==> config.mk <==
export PLATFORM = sky130hd
export DESIGN_NAME = lofm_monitor
export DESIGN_NICKNAME = d
export VERILOG_FILES = /design/src/lofm_pkg.sv /design/src/lofm_monitor.sv
export SDC_FILE = /design/constraint.sdc
export NUM_CORES = 1
export LEC_CHECK = 0
export BUFFER_PORTS_ARGS = -buffer_cell sky130_fd_sc_hd__clkbuf_2
export CAP_MARGIN = 5
export CORE_MARGIN = 4
export CORE_UTILIZATION = 58
export CTS_CLUSTER_SIZE = 16
export DETAILED_ROUTE_END_ITERATION = 10
export HOLD_SLACK_MARGIN = 0.1
export MAX_ROUTING_LAYER = met4
export PLACE_DENSITY = 0.81
export SKIP_CTS_REPAIR_TIMING = 1
export SYNTH_ARGS = -nofsm -noshare
export SYNTH_HDL_FRONTEND = slang
export SYNTH_SLANG_ARGS = --single-unit
==> constraint.sdc <==
create_clock -name core_clk -period 2 [get_ports core_clk]
set_clock_uncertainty 0.05 [all_clocks]
set_input_delay 0.3 -clock core_clk [delete_from_list [all_inputs] [get_ports core_clk]]
set_output_delay 0.3 -clock core_clk [all_outputs]
set_load 0.005 [all_outputs]
==> src/lofm_pkg.sv <==
package lofm_pkg;
    // register offsets (byte addresses on the internal register port)
    localparam logic [7:0] LOFM_DET_CFG_FIRST  = 8'h84;
    localparam logic [7:0] LOFM_DET_CFG_LAST   = 8'h8f;
    localparam logic [7:0] LOFM_FLAGS_FIRST    = 8'h90;
    localparam logic [7:0] LOFM_FLAGS_LAST     = 8'h93;
    localparam logic [7:0] LOFM_FTYPE_LOW      = 8'h94;
    localparam logic [7:0] LOFM_FTYPE_HIGH     = 8'h95;
    localparam logic [7:0] LOFM_MASK_LOW       = 8'h96;
    localparam logic [7:0] LOFM_MASK_HIGH      = 8'h97;
    localparam logic [7:0] LOFM_CRC_COUNT      = 8'h98;
    // det_cfg field layout
    localparam int         LOFM_CFG_OPEN_EN    = 7;
    localparam int         LOFM_CFG_SHORT_EN   = 6;
    localparam int         LOFM_CFG_OPEN_TH_LO = 4;
    localparam int         LOFM_CFG_SHORT_TH_LO = 0;
    localparam logic [1:0] LOFM_OPEN_TH_20V    = 2'h3;
    localparam logic [3:0] LOFM_SHORT_TH_1V    = 4'h0;
    localparam logic [7:0] LOFM_DET_CFG_RESET  = 8'h30;
    // fault_type_low bits
    localparam int         LOFM_FT_SHORT       = 0;
    localparam int         LOFM_FT_OPEN        = 1;
    localparam int         LOFM_FT_CRC         = 2;
    localparam int         LOFM_FT_WDOG        = 3;
    localparam logic [7:0] LOFM_MASK_RESET     = 8'hff;
    localparam int         LOFM_CHANNELS       = 12;
    localparam int         LOFM_OPEN_PULSE_CYC = 4;
endpackage

==> src/lofm_monitor.sv <==
`timescale 1ns/1ps
// Function
// - each channel has its own open detect enable; disabled never flags open
// - each channel has its own short detect enable; disabled never flags short
// - open threshold picks 5, 10, 15 or 20 V, reset selects 20 V
// - short threshold picks 1 V to 16 V, reset selects 1 V
// - open comparator high briefly turns bypass on and sets open flag
// - short comparator sampled at LED on phase end sets short flag
// - fault flags stay latched until host writes 0
// - summary short bit set while any short flag set
// - summary open bit set while any open flag set
// - fault categories held in the low fault type register; the high one is never set
// - two mask registers choose which faults pull fault pin
// - CRC error counter increments once per failed frame
// - update then writing watchdog bit 0 leaves fail-safe, releases pin
module lofm_monitor
    import lofm_pkg::*;
#(
    parameter int CHANNELS = LOFM_CHANNELS
) (
    input  wire logic                core_clk,
    input  wire logic                reset_n,
    input  wire logic                clk_en,
    input  wire logic                reg_wr,
    input  wire logic                reg_rd,
    input  wire logic [7:0]          reg_addr,
    input  wire logic [7:0]          reg_wdata,
    output logic      [7:0]          reg_rdata,
    input  wire logic [CHANNELS-1:0] open_cmp,
    input  wire logic [CHANNELS-1:0] short_cmp,
    input  wire logic [CHANNELS-1:0] led_on_end,
    input  wire logic                crc_error,
    input  wire logic                update_cmd,
    input  wire logic                watchdog_timeout,
    output logic [CHANNELS-1:0]      open_bypass_on,
    output logic [CHANNELS*2-1:0]    open_threshold_sel,
    output logic [CHANNELS*4-1:0]    short_threshold_sel,
    output logic                     fail_safe,
    output logic                     watchdog_restart,
    output logic                     fault_pin_n_o,
    output logic                     fault_pin_n_oe
);

    // complete block state in one packed word
    // cfg holds the per-channel detection bytes as written by the host
    // open_flag and short_flag are the latched channel faults
    // pulse_cnt counts down the short bypass burst after a new open fault
    // sum_open and sum_short are the sticky summary bits of the low fault type byte
    // crc_flag marks that at least one bad frame arrived since the last clear
    // wdog_flag is the fail-safe state itself
    // update_seen remembers an update command received while in fail-safe
    // restart is the one-cycle watchdog restart request
    // rdata is the registered read data, zero when no read is under way
    typedef struct packed {
        logic [CHANNELS-1:0][7:0] cfg;
        logic [CHANNELS-1:0]      open_flag;
        logic [CHANNELS-1:0]      short_flag;
        logic [CHANNELS-1:0][2:0] pulse_cnt;
        logic                     sum_open;
        logic                     sum_short;
        logic                     crc_flag;
        logic                     wdog_flag;
        logic                     update_seen;
        logic                     restart;
        logic [7:0]               ftype_high;
        logic [7:0]               mask_low;
        logic [7:0]               mask_high;
        logic [7:0]               crc_count;
        logic [7:0]               rdata;
    } lofm_state_t;

    lofm_state_t s_q;
    lofm_state_t s_d;

    // index of a flag register byte within the flag vector
    function automatic logic [1:0] lofm_flag_idx(input logic [7:0] a);
        lofm_flag_idx = 2'(a - LOFM_FLAGS_FIRST);
    endfunction

    // address lies in the detection configuration block
    function automatic logic lofm_is_cfg(input logic [7:0] a);
        lofm_is_cfg = (a >= LOFM_DET_CFG_FIRST) && (a <= LOFM_DET_CFG_LAST);
    endfunction

    // address lies in the latched channel flag block
    function automatic logic lofm_is_flag(input logic [7:0] a);
        lofm_is_flag = (a >= LOFM_FLAGS_FIRST) && (a <= LOFM_FLAGS_LAST);
    endfunction

    // channel index of a detection configuration byte
    function automatic logic [3:0] lofm_cfg_idx(input logic [7:0] a);
        lofm_cfg_idx = 4'(a - LOFM_DET_CFG_FIRST);
    endfunction

    // write-zero-to-clear merge: a written 1 leaves the stored bit alone
    function automatic logic [7:0] lofm_w0c(input logic [7:0] cur, input logic [7:0] wd);
        lofm_w0c = cur & wd;
    endfunction

    // flag vector layout
    // bytes 0 and 1 carry the open flags, channel 0 in bit 0
    // bytes 2 and 3 carry the short flags in the same order
    // the upper nibble of bytes 1 and 3 is unused and reads as zero
    // both write merge and read mux work on this one view,
    // so the byte pairing cannot drift between the two paths

    // packed view of flags: 90h..91h open ch0-11, 92h..93h short ch0-11
    logic [31:0] flag_vec;
    logic [7:0]  ftype_low;
    logic        any_open;
    logic        any_short;

    assign flag_vec  = {4'h0, s_q.short_flag, 4'h0, s_q.open_flag};
    assign any_open  = |s_q.open_flag;
    assign any_short = |s_q.short_flag;
    assign ftype_low = {4'h0, s_q.wdog_flag, s_q.crc_flag, s_q.sum_open, s_q.sum_short};

    // next state
    // order inside this process matters:
    // host writes are applied first, hardware events after them,
    // so a fault that shows in the same cycle as its clear survives
    // the restart request is a pulse and is dropped every cycle
    always_comb begin
        logic [31:0] fv;
        fv = flag_vec;
        s_d = s_q;
        s_d.restart = 1'b0;
        // register writes
        // configuration and mask bytes are plain storage
        // flag and fault type bytes only ever lose bits through a host write
        // the crc counter offset is read-only, writes to it fall through
        if (reg_wr) begin
            if (lofm_is_cfg(reg_addr)) begin
                s_d.cfg[lofm_cfg_idx(reg_addr)] = reg_wdata;
            end
            if (lofm_is_flag(reg_addr)) begin
                fv[lofm_flag_idx(reg_addr)*8 +: 8] =
                    lofm_w0c(fv[lofm_flag_idx(reg_addr)*8 +: 8], reg_wdata);
            end
            // low fault type byte: each bit has its own clear condition
            // summary bits refuse the clear while a channel flag stands
            // the watchdog bit refuses it until an update command was seen
            if (reg_addr == LOFM_FTYPE_LOW) begin
                if (!reg_wdata[LOFM_FT_OPEN] && !any_open) begin
                    s_d.sum_open = 1'b0;
                end
                if (!reg_wdata[LOFM_FT_SHORT] && !any_short) begin
                    s_d.sum_short = 1'b0;
                end
                if (!reg_wdata[LOFM_FT_CRC]) begin
                    s_d.crc_flag = 1'b0;
                end
                if (!reg_wdata[LOFM_FT_WDOG] && s_q.update_seen) begin
                    s_d.wdog_flag = 1'b0;
                    s_d.update_seen = 1'b0;
                    s_d.restart = 1'b1;
                end
            end
            if (reg_addr == LOFM_FTYPE_HIGH) begin
                s_d.ftype_high = s_q.ftype_high & reg_wdata;
            end
            if (reg_addr == LOFM_MASK_LOW) begin
                s_d.mask_low = reg_wdata;
            end
            if (reg_addr == LOFM_MASK_HIGH) begin
                s_d.mask_high = reg_wdata;
            end
        end
        // unpack the merged flag view back into the state
        s_d.open_flag  = fv[CHANNELS-1:0];
        s_d.short_flag = fv[16 +: CHANNELS];
        // hardware detection; set wins over a same-cycle clear
        // the open comparator is a level and is looked at every cycle,
        // the bypass burst starts only when the flag was not yet set,
        // so a lasting open does not keep the switch pulsing
        // the short comparator is looked at only on the end-of-phase pulse,
        // while the switch voltage has settled for the on phase
        for (int i = 0; i < CHANNELS; i++) begin
            if (s_q.pulse_cnt[i] != 3'h0) begin
                s_d.pulse_cnt[i] = s_q.pulse_cnt[i] - 3'h1;
            end
            if (s_q.cfg[i][LOFM_CFG_OPEN_EN] && open_cmp[i]) begin
                s_d.open_flag[i] = 1'b1;
                if (!s_q.open_flag[i]) begin
                    s_d.pulse_cnt[i] = 3'(LOFM_OPEN_PULSE_CYC);
                end
            end
            if (s_q.cfg[i][LOFM_CFG_SHORT_EN] && led_on_end[i] && short_cmp[i]) begin
                s_d.short_flag[i] = 1'b1;
            end
        end
        // summary bits follow the next flag state, not the current one,
        // so a fault and its summary bit become visible in the same cycle
        // summary open and short
        if (|s_d.open_flag) begin
            s_d.sum_open = 1'b1;
        end
        if (|s_d.short_flag) begin
            s_d.sum_short = 1'b1;
        end
        // crc counting
        // the counter wraps at its top value; the flag records any error
        if (crc_error) begin
            s_d.crc_count = s_q.crc_count + 8'h1;
            s_d.crc_flag = 1'b1;
        end
        // fail-safe entry and the first half of its exit
        // an update command counts only while fail-safe is active
        // a timeout in the same cycle as the exit write keeps fail-safe
        // and cancels the restart pulse
        if (update_cmd && s_q.wdog_flag) begin
            s_d.update_seen = 1'b1;
        end
        if (watchdog_timeout) begin
            s_d.wdog_flag = 1'b1;
            s_d.restart = 1'b0;
        end
        // read data mux
        // data is registered and stands for one cycle after the read
        // unmapped addresses and idle cycles give zero
        s_d.rdata = 8'h0;
        if (reg_rd) begin
            if (lofm_is_cfg(reg_addr)) begin
                s_d.rdata = s_q.cfg[lofm_cfg_idx(reg_addr)];
            end else if (lofm_is_flag(reg_addr)) begin
                s_d.rdata = flag_vec[lofm_flag_idx(reg_addr)*8 +: 8];
            end else begin
                case (reg_addr)
                    LOFM_FTYPE_LOW:  s_d.rdata = ftype_low;
                    LOFM_FTYPE_HIGH: s_d.rdata = s_q.ftype_high;
                    LOFM_MASK_LOW:   s_d.rdata = s_q.mask_low;
                    LOFM_MASK_HIGH:  s_d.rdata = s_q.mask_high;
                    LOFM_CRC_COUNT:  s_d.rdata = s_q.crc_count;
                    default:         s_d.rdata = 8'h0;
                endcase
            end
        end
    end

    // state register
    // reset loads detection disabled, 20 V open and 1 V short thresholds
    // and every fault reporting mask enabled
    // a low clock enable holds every bit, including the read data
    always_ff @(posedge core_clk or negedge reset_n) begin
        if (!reset_n) begin
            s_q <= '0;
            for (int i = 0; i < CHANNELS; i++) begin
                s_q.cfg[i] <= LOFM_DET_CFG_RESET;
            end
            s_q.mask_low  <= LOFM_MASK_RESET;
            s_q.mask_high <= LOFM_MASK_RESET;
        end else if (clk_en) begin
            s_q <= s_d;
        end
    end

    // threshold selects and bypass pulse outputs
    // both threshold selects come straight from state bits; open_bypass_on is a nonzero decode of pulse_cnt
    // threshold codes: open 0 to 3 for 5 V steps, short 0 to 15 for 1 V steps
    genvar g;
    generate
        for (g = 0; g < CHANNELS; g++) begin : g_ch
            assign open_threshold_sel[g*2 +: 2]  = s_q.cfg[g][LOFM_CFG_OPEN_TH_LO +: 2];
            assign short_threshold_sel[g*4 +: 4] = s_q.cfg[g][LOFM_CFG_SHORT_TH_LO +: 4];
            assign open_bypass_on[g] = s_q.pulse_cnt[g] != 3'h0;
        end
    endgenerate

    // fault pin: open drain, the data is fixed low and only the enable moves
    // a set fault type bit pulls the pin only while its mask bit is set
    // the pin is released once every masked-in fault bit is cleared
    // masks gate
    assign fault_pin_n_oe   = |((ftype_low & s_q.mask_low) | (s_q.ftype_high & s_q.mask_high));
    assign fault_pin_n_o    = 1'b0;
    assign fail_safe        = s_q.wdog_flag;
    assign watchdog_restart = s_q.restart;
    assign reg_rdata        = s_q.rdata;

endmodule

==> key figures <==
Floorplanning
  – Core area: 0.0190 mm2
  – Rows: 50
  – Die area: between 0.02 and 0.025 mm2
  – Initial cell density of the core: 0.598
  – Die extent in x: 148 um
  – Die Y: 148 um
  – IO Count: ~160

Drt
  – WL/cell: 22.9 um
  – # DRC: 0
  – Avg Vias per Cell: 6.15
  – Post-Route WL: 34600 um
  – Router iterations before antenna repair: 8
  – Via count: 9278
  – Initial drt markers: 1012
  – Routed Antenna Nets: 0

Yosys
  – Synth Flop Type: dfrtp_1
  – Fraction of registers with async set/reset: 1.00
  – Net Count, Synth: 1131
  – Synth unique cells: 67
  – Cells after Synth: 1033
  – Register bit count reported by yosys: about 200
  – EDFF count, synth: 0
  – Register area share after synthesis: 0.449
  – Syn Area/Cell: roughly 11 um2
  – Syn. warnings: 0
  – Synthesized area: 0.0114 mm2

Place
  – GPL Wtd Cong: 1.01
  – Port buffer count: 154
  – Pre-CTS setup slack: -0.510 ns
  – Final HPWL DP: 25400 um

Global route
  – Initial antenna violation count: 0
  – First-pass GRT wire length: between 50000 and 60000 um
  – Vias in the first global route: 9401
  – GRT Residual Overflow: 0
  – Largest net degree at the start of global routing: 47
  – All-Layer GR Usage: 0.322

Layout
  – Most frequent cells in the layout: dfrtp_1 (162), clkbuf_2 (151), buf_4 (142), mux2_2 (114), nand2_1 (86)
  – Final core occ: 0.741
  – Fillers: 1300
  – Footprint of the multi-input gates: ~0.0056 mm2
  – Register Area: 0.00510 mm2
  – Most common cell after layout, fill and taps aside: dfrtp_1
  – # diodes: 0
  – Share of cells above drive strength 1: 0.475
  – Synthesis-to-layout area growth: 23.9%
  – Nets: 1330

Timing
  – Least-Margin Pin Slew: 0.639 ns
  – Slew headroom: 0.568
  – Tmin final: 2.03 ns
  – Hold Vio Cnt, Final: 0
  – Final worst path period share: 1.02
  – Final number of max-transition violations: 0
  – Setup_tns: -0.0312 ns
  – RSZ-0062 raised after global routing: yes
  – F_max: 492 MHz
  – Setup violations, final: 1
  – Final worst slack: -0.0312 ns

Setup path
  – Crit Path Class: flip-flop to flip-flop
  – Worst path max stage delay: a little over 0.4 ns
  – Required time worst endpoint: 2.36 ns
  – Worst reg2reg path depth: 7
  – CP Data Arrival Time: 2.39 ns
  – Crit Path Max Fanout: 2
  – Worst Setup End Kind: flip-flop
  – Crit-path cells: nor4_1 > nand4_1 > o31a_1 > a2111oi_2 > buf_4 > nand4_1 > o22a_1
  – Crit path top cell by count: nand4_1
  – Crit-path slowest cell: dfrtp_1
  – Startpoint types: flip-flop

Outcome
  – Outcome: finished, violations left
  – Failing checks: setup timing

Clock tree
  – CTS HTree Levels: 1
  – Clock sinks: 202
  – Clock Latency Late Sink: 0.53 ns
  – Root buffer cell: clkbuf_16
  – Clock-pin slew on the worst setup and hold paths: 0.07 ns
  – Num CTS Buffers: 22
  – CTS tree: built
  – CTS Buffer Depth: 3

Pwr
  – Peak supply drop: 0.000794 V
  – Pwr Total: approximately 12 mW
  – Leak pwr: 6.83 nW
  – PD cells: 882 mW/mm2

Min path
  – Worst hold path depth: 3
  – Min-Delay Path Class: input port to flip-flop

Flow run
  – Max_cap viols: 0
[Yosys cell counts (4+ instances only)]
library cell	instances	area (um2)
o21ai_0	11	55.1
o21a_1	8	60.1
dfrtp_1	162	4050
nand2b_1	13	81.3
a311oi_1	16	140
a21oi_1	46	230
nand4_1	11	68.8
mux2i_1	5	50.1
a211o_1	12	105
nor3_1	32	160
ha_1	38	475
xnor2_1	16	140
mux4_2	24	541
nor4_1	7	43.8
clkbuf_1	34	128
nand2_2	13	81.3
a22o_1	5	43.8
inv_1	43	161
a31oi_1	4	25.0
buf_2	14	70.1
buf_6	4	45.0
nor3b_1	4	30.0
dfstp_2	40	1050
nand3_1	22	110
a22oi_1	12	90.1
a221oi_1	15	131
nor2_1	50	188
a222oi_1	4	40.0
nand2_1	89	334
o32ai_1	8	70.1
mux2_2	115	1290
buf_4	82	616
mux2_1	7	78.8
and3_1	15	93.8
a32o_1	4	40.0
[power by group]
part           switching (mW)  internal, mW  leakage [nW]
clock                    1.76          2.56         0.380
sequential              0.410          4.67          2.48
combinational            1.61          1.43          3.97
total                    3.77          8.67          6.83
[worst max-delay path, delay by kind of cell (launching register included)]
family | cells | cell delay [ns]
compound gates | 3 | 0.70
buf+inv | 1 | 0.17
flops | 1 | 0.41
simple gates | 3 | 0.58
[logic make-up (layout without fill, tap and decap cells)]
logic type	after synthesis	in the layout	synth area share
flops	202	202	0.449
buf+inv	180	395	0.0906
simple gates	273	273	0.120
mux	151	151	0.173
compound gates	169	169	0.111
other cells	1	1	0.000330
fa+ha+maj	38	38	0.0418
xor+xnor	19	19	0.0146
[final timing paths]
kind	end	from	slack, ns
min	flag_vec[4]	open_cmp[4]	0.11
max	ftype_low[0]	flag_vec[19]	-0.03
min reg2reg	fail_safe	s_q[41]	0.43
max reg2reg	ftype_low[0]	flag_vec[19]	-0.03
max in group asynchronous	s_q[17]	reset_n	0.99
min in group asynchronous	flag_vec[19]	reset_n	0.23
[flip-flops by register name (all words and copies together), names as in the netlist]
signal               cells
reg_rdata                8
open_threshold_sel      24
fail_safe                1
watchdog_restart         1
ftype_low                3
s_q                     93
flag_vec                24
short_threshold_sel     48
[metrics by stage]
stage / instances / instance area, um2 / hold slack, ns
final: 1508 / 14100 / 0.106
after global routing: 1508 / 14100 / 0.114
after CTS: 1495 / 13800 / -0.352
after detailed placement: 1455 / 13100 / 0.198
after global placement: 1455 / 13100 / 0.195
after floorplan: 1033 / 11800 / -0.0456
[metal layers]
layer / wire length [um] / share of wire / GRT usage
met4: 1400 / 0.040 / 0.112
met1: 14000 / 0.40 / 0.440
met2: 15900 / 0.46 / 0.490
met3: 3280 / 0.095 / 0.0576
met5: 0 / 0 / -
[area by class of cell]
cell class / instances / area share
timing repair buffer: 311 / 0.148
clock buffer: 28 / 0.0428
tap: 260 / 0.0231
sequential: 202 / 0.362
multi-input combinational: 651 / 0.399
clock inverter: 12 / 0.0122
inverter: 44 / 0.0122
Note: power is estimated with default switching activity, not from simulation.
